`src/rtl/asc_pkg.sv`:
```
/*
 * constants for the analog switch control block: register layout,
 * reset value, switch indices and pin count.
 * assumes a single 200 MHz clock and an active-low asynchronous reset.
 */
package asc_pkg;

	// ----------------------------------------------------------------
	// register layout
	// ----------------------------------------------------------------
	localparam int unsigned ASC_REG_W = 8;
	localparam logic [7:0] ASC_CTRL_RESET = 8'h00;
	localparam logic [7:0] ASC_CTRL_WMASK = 8'hFC; // bits 1:0 unused
	localparam int unsigned ASC_BIT_BUF_A = 7;
	localparam int unsigned ASC_BIT_BUF_B = 6;
	localparam int unsigned ASC_BIT_T1_TOG = 5;
	localparam int unsigned ASC_BIT_T1_CTL = 4;
	localparam int unsigned ASC_BIT_T2_TOG = 3;
	localparam int unsigned ASC_BIT_T2_CTL = 2;

	// ----------------------------------------------------------------
	// switch and pin indices
	// ----------------------------------------------------------------
	localparam int unsigned ASC_NUM_PINS = 4;
	localparam int unsigned ASC_NUM_SW = 4;
	localparam int unsigned ASC_SW_BUF_A = 0;
	localparam int unsigned ASC_SW_BUF_B = 1;
	localparam int unsigned ASC_SW_T1 = 2;
	localparam int unsigned ASC_SW_T2 = 3;

	typedef logic [ASC_NUM_PINS-1:0] asc_pins_t;

endpackage : asc_pkg

```
`src/rtl/asc_throw_if.sv`:
```
/*
 * carrier between the switch controller and one double-throw decoder.
 * assumes both ends share the controller's clock domain.
 */
`timescale 1ns/10ps
`default_nettype none

interface asc_throw_if;
	logic toggle_sel;
	logic control_term;
	logic close_no;
	logic close_nc;

	modport ctl
	(
		output toggle_sel,
		output control_term,
		input close_no,
		input close_nc
	);

	modport dec
	(
		input toggle_sel,
		input control_term,
		output close_no,
		output close_nc
	);
endinterface : asc_throw_if

`default_nettype wire

```
`src/rtl/asc_top.sv`:
```
/*
 * analog switch control: control register, source combining and
 * registered switch drive for two buffer switches and two throw switches.
 * assumes the serial host decoder delivers a one-cycle write strobe,
 * user pins and pwm are synchronous to clock, and the pin and pwm
 * configuration registers live outside this block.
 */
`timescale 1ns/10ps
`default_nettype none

module asc_top
	import asc_pkg::*;
(
	input wire logic clock,
	input wire logic arst_n,
	input wire logic ctrl_wr_en,
	input wire logic [ASC_REG_W-1:0] ctrl_wr_data,
	output logic [ASC_REG_W-1:0] ctrl_rd_data,
	input wire logic [ASC_NUM_PINS-1:0] user_programmable_pin,
	input wire logic [ASC_NUM_PINS-1:0] pin_active_level,
	input wire logic [ASC_NUM_SW*ASC_NUM_PINS-1:0] user_pin_config,
	input wire logic pwm_level,
	input wire logic first_buffer_pwm_high_enable,
	input wire logic first_buffer_pwm_low_enable,
	input wire logic second_buffer_pwm_high_enable,
	input wire logic second_buffer_pwm_low_enable,
	input wire logic throw_one_pwm_enable,
	input wire logic throw_two_pwm_enable,
	output logic first_buffer_closed,
	output logic second_buffer_closed,
	output logic throw_one_normally_open,
	output logic throw_one_normally_closed,
	output logic throw_two_normally_open,
	output logic throw_two_normally_closed
);
	// ----------------------------------------------------------------
	// control register
	// ----------------------------------------------------------------
	logic [ASC_REG_W-1:0] ctrl_q;
	logic [ASC_REG_W-1:0] ctrl_d;

	// bits 1:0 power up undefined; holding them at zero keeps readback deterministic
	// write stores bits 7:2, unused bits stay zero
	assign ctrl_d = ctrl_wr_en ? (ctrl_wr_data & ASC_CTRL_WMASK) : ctrl_q;

	// register clears at reset
	always_ff @(posedge clock or negedge arst_n)
	begin
		if (!arst_n)
			ctrl_q <= ASC_CTRL_RESET;
		else
			ctrl_q <= ctrl_d;
	end

	// ----------------------------------------------------------------
	// source combining
	// ----------------------------------------------------------------
	asc_pins_t pin_asserted;
	logic [ASC_NUM_SW-1:0] reg_term;
	logic [ASC_NUM_SW-1:0] pin_term;
	logic [ASC_NUM_SW-1:0] pwm_term;
	logic [ASC_NUM_SW-1:0] sw_term;

	// level bit 1 means high is asserted
	assign pin_asserted = ~(user_programmable_pin ^ pin_active_level);

	// register bit per switch
	assign reg_term[ASC_SW_BUF_A] = ctrl_q[ASC_BIT_BUF_A];
	assign reg_term[ASC_SW_BUF_B] = ctrl_q[ASC_BIT_BUF_B];
	assign reg_term[ASC_SW_T1] = ctrl_q[ASC_BIT_T1_CTL];
	assign reg_term[ASC_SW_T2] = ctrl_q[ASC_BIT_T2_CTL];

	// pwm contribution, zero when not routed
	assign pwm_term[ASC_SW_BUF_A] = (pwm_level & first_buffer_pwm_high_enable)
		| (~pwm_level & first_buffer_pwm_low_enable);
	assign pwm_term[ASC_SW_BUF_B] = (pwm_level & second_buffer_pwm_high_enable)
		| (~pwm_level & second_buffer_pwm_low_enable);
	assign pwm_term[ASC_SW_T1] = pwm_level & throw_one_pwm_enable;
	assign pwm_term[ASC_SW_T2] = pwm_level & throw_two_pwm_enable;

	// per switch: routed pins only, then OR of all sources
	genvar s;
	generate
		for (s = 0; s < ASC_NUM_SW; s++)
		begin : g_sw
			assign pin_term[s] = |(pin_asserted & user_pin_config[s*ASC_NUM_PINS +: ASC_NUM_PINS]);
			assign sw_term[s] = reg_term[s] | pin_term[s] | pwm_term[s];
		end
	endgenerate

	// ----------------------------------------------------------------
	// throw decoders
	// ----------------------------------------------------------------
	asc_throw_if thr_one ();
	asc_throw_if thr_two ();

	// throw one takes bits 5:4, throw two bits 3:2
	assign thr_one.toggle_sel = ctrl_q[ASC_BIT_T1_TOG];
	assign thr_one.control_term = sw_term[ASC_SW_T1];
	assign thr_two.toggle_sel = ctrl_q[ASC_BIT_T2_TOG];
	assign thr_two.control_term = sw_term[ASC_SW_T2];

	// one decoder per double-throw switch, outputs registered below
	asc_throw u_throw_one
	(
		.thr(thr_one.dec)
	);

	asc_throw u_throw_two
	(
		.thr(thr_two.dec)
	);

	// ----------------------------------------------------------------
	// registered outputs
	// ----------------------------------------------------------------
	// all switches open and readback zero during reset
	always_ff @(posedge clock or negedge arst_n)
	begin
		if (!arst_n)
		begin
			ctrl_rd_data <= ASC_CTRL_RESET;
			first_buffer_closed <= 1'b0;
			second_buffer_closed <= 1'b0;
			throw_one_normally_open <= 1'b0;
			throw_one_normally_closed <= 1'b0;
			throw_two_normally_open <= 1'b0;
			throw_two_normally_closed <= 1'b0;
		end
		else
		begin
			ctrl_rd_data <= ctrl_q;
			first_buffer_closed <= sw_term[ASC_SW_BUF_A];
			second_buffer_closed <= sw_term[ASC_SW_BUF_B];
			throw_one_normally_open <= thr_one.close_no;
			throw_one_normally_closed <= thr_one.close_nc;
			throw_two_normally_open <= thr_two.close_no;
			throw_two_normally_closed <= thr_two.close_nc;
		end
	end
endmodule : asc_top

`default_nettype wire

```
`src/rtl/asc_throw.sv`:
```
/*
 * decoder for one double-throw switch: together or toggle behaviour.
 * assumes the caller registers the outputs.
 */
`timescale 1ns/10ps
`default_nettype none

module asc_throw
	import asc_pkg::*;
(
	asc_throw_if.dec thr
);
	// ----------------------------------------------------------------
	// throw decode
	// ----------------------------------------------------------------
	// together: both follow the term; toggle: complementary pair
	assign thr.close_no = thr.control_term;
	assign thr.close_nc = thr.toggle_sel ? ~thr.control_term : thr.control_term;

endmodule : asc_throw

`default_nettype wire

```
`config.mk`:
```
export PLATFORM = sky130hd
export DESIGN_NAME = asc_top
export DESIGN_NICKNAME = d
export VERILOG_FILES = /design/src/rtl/asc_pkg.sv /design/src/rtl/asc_throw_if.sv /design/src/rtl/asc_top.sv /design/src/rtl/asc_throw.sv
export SDC_FILE = /design/constraint.sdc
export NUM_CORES = 1
export LEC_CHECK = 0
export BUFFER_PORTS_ARGS = -buffer_cell sky130_fd_sc_hd__buf_4
export CAP_MARGIN = 40
export CORE_ASPECT_RATIO = 1.2
export CORE_MARGIN = 5
export CORE_UTILIZATION = 37
export DETAILED_ROUTE_END_ITERATION = 7
export PLACE_DENSITY = 0.86
export SLEW_MARGIN = 30
export SYNTH_ARGS = -nofsm -noshare
export SYNTH_HDL_FRONTEND = slang
export SYNTH_SLANG_ARGS = --single-unit
```
`constraint.sdc`:
```
create_clock -name clock -period 1.1 [get_ports clock]
set_input_delay 0.055 -clock clock [delete_from_list [all_inputs] [get_ports clock]]
set_output_delay 0.055 -clock clock [all_outputs]
set_load 0.02 [all_outputs]
```
==> flow_metrics.py, run 1 <==
metrics = {
    "sta": {
        "period_needed_ns": 1.08,
        "fin_crit_sh": 0.980,
        "fmaxAchievable_ghz": 0.927,
        "setup_slack_ns": 0.0217,
        "finalHoldWorstSlack_ns": 0.0191,
        "skew_ns": 0.00544,
        "finalHoldViolations": 0,
        "finalSetupViolCount": 0,
        "drv_slew": 0,
        "grt_setup_unrepaired": "true",
    },
    "clock_network": {
        "cts_tree": "done",
        "cts_buffer_depth": 2,
        "htree_num_levels": 1,
        "clkSlewWorstSetupHoldPaths_ns": 0.10,
        "clock_latency_ns": 0.29,
        "cts_buffers": 3,
        "clock-root-buffer": "clkbuf_4",
        "clkSinkCount": 18,
    },
    "global_routing": {
        "grt_max_degree": 19,
        "overflow": 0,
        "grt_pass1_vias": 763,
        "antenna_found_initial": 1,
        "grt_pass1_wl_mm": 3.80,
        "grt_usage": 0.178,
    },
    "setup_path": {
        "required_ns": 1.28,
        "worst_setup_path_end_kind": "flop",
        "crit_start": "ctrl_q[2]$_DFFE_PN0P_",
        "start_kind": "flop",
        "critical_path_class": "reg2reg",
        "rr_startpoint": "ctrl_q[2]$_DFFE_PN0P_",
        "crit_fanout": 3,
        "crit_arrival_ns": 1.26,
    },
    "hold_path": {
        "min_from": "user_pin_config[3]",
        "hold_path_class": "in2reg",
    },
    "status": {
        "status": "finished clean",
    },
    "floorplanning": {
        "fp.coreArea_um2": 1830,
        "io_pins": 56,
        "die_w_um": 49.9,
        "dieArea_um2": 2880,
        "start_util": 0.386,
        "rows": 17,
        "die_h_um": 57.8,
    },
    "place": {
        "place_area_um2": 1100,
        "dp.cells": 118,
        "portBuffers": 51,
        "gp_congestion": 0.820,
        "post-place-ws_ns": -0.0412,
    },
    "pwr": {
        "peakVddDrop_uv": 1060,
        "power_frac_seq": 0.481,
        "p_comb_frac": 0.264,
        "cellLeakagePower_nw": 0.596,
        "clockPowerShare": 0.255,
        "switching_share": 0.264,
        "powerDensity_nw_per_um2": 1250,
        "p_sw_mw": 0.419,
        "p_int_mw": 1.17,
    },
    "finish": {
        "nNetsFinal": 158,
        "fin_cells": 135,
        "layout-drive-gt1-share": 0.574,
        "syn_to_final_growth_pct": 79.6,
        "utilization": 0.693,
        "stdcell_area_um2": 1270,
    },
    "route": {
        "wl_per_cell_um": 17.1,
        "routed_wl_mm": 2.31,
        "drt.antenna.violating_nets": 0,
        "drtIter0Drc": 26,
        "viasPerCell": 5.05,
        "drc": 0,
        "firstDrtPassIters": 5,
        "vias": 682,
    },
    "synthesis": {
        "synth.area.top_cells": "dfrtp_1, mux2_2, xnor2_1",
        "syn_area_um2": 706,
        "yosys.area.top_type": "dfrtp_1",
        "yosysUniqueCellTypes": 13,
        "avgSynthCellArea_um2": 14.4,
        "ys_seq_area_frac": 0.638,
        "ys_warn_count": 0,
        "synthCells": 49,
        "synth_seq_cells": 18,
        "synth_top_area_frac": 0.638,
    },
    "flow_run": {
        "maxCapViolCount": 0,
    },
}
==> sequential cells by signal, indices dropped and copies added (netlist names) <==
name,flops
throw_one_normally_closed,1
first_buffer_closed,1
ctrl_q,6
throw_one_normally_open,1
second_buffer_closed,1
throw_two_normally_open,1
ctrl_rd_data,6
throw_two_normally_closed,1
==> cells in the mapped netlist, drive strengths merged <==
cell,number
clkbuf,1
a221oi,2
nand3,1
mux2,8
a211oi,2
conb,1
buf,2
xor2,2
nand2,4
xnor2,4
a222oi,3
dfrtp,18
a22oi,1
==> repair_timing <==
action	CTS	global route
endpoints found under the setup margin	0	2
hold buffers	11	0
gates resized for setup	0	1
hold endpoints to repair	26	0
buffers inserted	0	1
==> critical path, stage by stage (launching register included) <==
cell and delay (ns):
dfrtp_1 0.42, a221oi_1 0.25, nand2_1 0.13, xor2_1 0.17
==> final timing paths <==
check | end | slack, ns | depth (start not counted)
min | first_buffer_closed$_DFF_PN0_ | 0.02 | 3
max reg2reg | throw_two_normally_closed$_DFF_PN0_ | 0.02 | 3
max in group asynchronous | throw_one_normally_closed$_DFF_PN0_ | 0.74 | 2
min in group asynchronous | second_buffer_closed$_DFF_PN0_ | 0.17 | 2
min reg2reg | ctrl_rd_data[2]$_DFF_PN0_ | 0.43 | 0
max | throw_two_normally_closed$_DFF_PN0_ | 0.02 | 3
==> final cells by class <==
type,instances,area (µm²)
clock buffer,4,36.3
fill,135,562
sequential,18,450
multi-input combinational,29,246
timing repair buffer,64,508
antenna,1,2.50
tap,19,23.8
==> placed cells by master, fill, tap and decap left out <==
master         count
clkbuf_8           1
clkbuf_4           3
nand2_1            4
dlygate4sd3_1     11
buf_4             53
a221oi_1           1
diode_2            1
a221oi_2           1
a22oi_1            1
conb_1             2
xor2_1             2
mux2_2             8
nand3_1            1
a222oi_1           3
a211oi_1           2
dfrtp_1           18
xnor2_1            4
==> power by group through the flow <==
stage	logic (mW)	clock network (mW)	registers [mW]
2_1_floorplan	0.104	0	0.828
3_3_place_gp	0.367	0	0.772
3_5_place_dp	0.380	0	0.776
4_1_cts	0.413	0.416	0.762
5_1_grt	0.451	0.454	0.773
6_report	0.420	0.404	0.764
==> logic make-up after synthesis <==
kind of cell | count (synthesis) | share of synthesized area
simple gates | 5 | 0.0284
buf+inv | 3 | 0.0266
other cells | 1 | 0.00531
flops | 18 | 0.638
compound gates | 8 | 0.0993
xor+xnor | 6 | 0.0745
mux | 8 | 0.128
==> metal layers <==
metal | vias up | global-route usage | routed length [µm]
met4 | 0 | 0.139 | 140
met3 | 11 | 0.0514 | 169
met1 | 333 | 0.175 | 703
li1 | 308 | - | -
met2 | 30 | 0.307 | 1290
met5 | - | 0 | 0
==> stage by stage <==
step                      total power [mW]  TNS [ns]
after floorplan                      0.932         0
after global placement                1.14         0
after detailed placement              1.16   -0.0412
after CTS                             1.59         0
after global routing                  1.68   -0.0417
final                                 1.59         0
No activity file was read; power rests on OpenSTA's default activity.
==> inputs of run 2 (changes only) <==
Settings changed: RECOVER_POWER set to 100.
==> run 2 against run 1 <==
- count of clock-buffer cells in the layout unchanged
- via count decreased by 0.29%
- combinational power fell by 9.5%
- sequential share of layout area increased by 1.4 points
- final cell count unchanged
- global-route usage unchanged
- clock skew barely moved
- worst hold slack about the same
- utilization is 2.6 points lower
- setup slack about the same
- register-to-register slack about the same
- cell area decreased by 3.8%
- largest cell class unchanged
- largest power group unchanged
==> flow_metrics.py, run 2 (synthesized netlist as in run 1, its figures left out) <==
metrics = {
    "status": {
        "status": "finished clean",
    },
    "route": {
        "routed_wl_mm": 2.31,
        "wl_per_cell_um": 17.1,
        "viasPerCell": 5.04,
        "firstDrtPassIters": 4,
        "drc": 0,
        "drt.antenna.violating_nets": 0,
        "vias": 680,
        "drtIter0Drc": 28,
    },
    "setup_path": {
        "start_kind": "flop",
        "crit_fanout": 3,
        "worst-r2r-setup-slack_ns": 0.02,
        "worst_setup_path_end_kind": "flop",
        "critical_path_class": "reg2reg",
        "rr_startpoint": "ctrl_q[2]$_DFFE_PN0P_",
        "r2r_end": "throw_two_normally_closed$_DFF_PN0_",
        "crit_arrival_ns": 1.26,
        "r2r_cells": 3,
        "required_ns": 1.28,
    },
    "hold_path": {
        "hold_path_class": "in2reg",
        "min_from": "user_pin_config[3]",
        "hold_path_depth": 3,
        "min_to": "first_buffer_closed$_DFF_PN0_",
    },
    "pwr": {
        "peakVddDrop_uv": 1060,
        "cellLeakagePower_nw": 0.554,
        "powerDensity_nw_per_um2": 1270,
    },
    "finish": {
        "mostFrequentLayoutCells": "buf_4, dfrtp_1, clkbuf_1",
        "syn_to_final_growth_pct": 72.9,
        "stdcell_area_um2": 1220,
        "layout-drive-gt1-share": 0.470,
        "final_common_cell": "buf_4",
        "nFillCells": 145,
        "nNetsFinal": 158,
        "reg_top3": "ctrl_q (6), ctrl_rd_data (6)",
    },
    "sta": {
        "period_needed_ns": 1.08,
        "drv_slew": 0,
        "finalHoldViolations": 0,
        "fmaxAchievable_ghz": 0.927,
        "grt_setup_unrepaired": "true",
        "finalSetupViolCount": 0,
        "setup_slack_ns": 0.0217,
        "fin_crit_sh": 0.980,
        "skew_ns": 0.00563,
        "finalHoldWorstSlack_ns": 0.0189,
    },
    "global_routing": {
        "antenna_found_initial": 1,
        "grt_usage": 0.178,
        "overflow": 0,
        "grt_pass1_wl_mm": 3.80,
        "grt_max_degree": 19,
        "grt_pass1_vias": 763,
    },
    "clock_network": {
        "clkSlewWorstSetupHoldPaths_ns": 0.10,
        "clkSinkCount": 18,
        "cts_buffer_depth": 2,
        "clock-root-buffer": "clkbuf_4",
        "cts_tree": "done",
        "cts_buffers": 3,
        "htree_num_levels": 1,
        "clock_latency_ns": 0.29,
    },
    "place": {
        "post-place-ws_ns": -0.0412,
        "portBuffers": 51,
        "gp_congestion": 0.820,
        "place_area_um2": 1100,
    },
    "floorplanning": {
        "dieArea_um2": 2880,
        "die_w_um": 49.9,
        "rows": 17,
        "die_h_um": 57.8,
        "io_pins": 56,
        "start_util": 0.386,
        "fp.coreArea_um2": 1830,
    },
    "flow_run": {
        "maxCapViolCount": 0,
    },
}
-- run 2: repair_timing --
item	4_1_cts	5_1_grt
buffers inserted	0	1
gates resized for setup	0	1
setup endpoints to repair	0	2
hold buffers	11	0
hold endpoints to repair	26	0
-- run 2: report_power, final --
part	switching (mW)	internal (mW)
Sequential	0.0334	0.729
Combinational	0.182	0.198
Clock	0.202	0.202
-- run 2: worst max path at each step --
| stage | from | endpoint | slack (ns) |
|---|---|---|---|
| after floorplan | ctrl_q[4]$_DFFE_PN0P_ | throw_one_normally_closed$_DFF_PN0_ | 0.14 |
| after global placement | pin_active_level[0] | throw_two_normally_closed$_DFF_PN0_ | 0.008 |
| after detailed placement | pin_active_level[0] | throw_two_normally_closed$_DFF_PN0_ | -0.04 |
| after CTS | ctrl_q[4]$_DFFE_PN0P_ | throw_one_normally_closed$_DFF_PN0_ | 0.008 |
| after global routing | ctrl_q[4]$_DFFE_PN0P_ | throw_one_normally_closed$_DFF_PN0_ | -0.02 |
| final | ctrl_q[2]$_DFFE_PN0P_ | throw_two_normally_closed$_DFF_PN0_ | 0.02 |
-- run 2: worst max-delay path: stages (launching register included) --
cell and delay, ns:
dfrtp_1 0.42, a221oi_1 0.25, nand2_1 0.13, xor2_1 0.17
-- run 2: area by class of cell --
cell class | instances | area [µm²] | area share
multi-input combinational | 29 | 246 | 0.202
clock buffer | 4 | 36.3 | 0.0297
sequential | 18 | 450 | 0.369
antenna | 1 | 2.50 | 0.00205
tap | 19 | 23.8 | 0.0195
timing repair buffer | 64 | 460 | 0.377
-- run 2: per-stage QoR --
| step | instances | TNS, ns | utilization | total power [mW] |
|---|---|---|---|---|
| global route | 135 | -0.0417 | 0.667 | 1.64 |
| global placement | 118 | 0 | 0.604 | 1.14 |
| detailed placement | 118 | -0.0412 | 0.604 | 1.16 |
| finish | 135 | 0 | 0.667 | 1.55 |
| floorplan | 50 | 0 | - | 0.932 |
| CTS | 133 | 0 | 0.684 | 1.59 |
-- run 2: layer usage --
layer	vias to the layer above	GRT usage	wire length (µm)
li1	308	-	-
met4	0	0.139	140
met2	30	0.307	1290
met5	-	0	0
met3	11	0.0514	163
met1	331	0.175	715
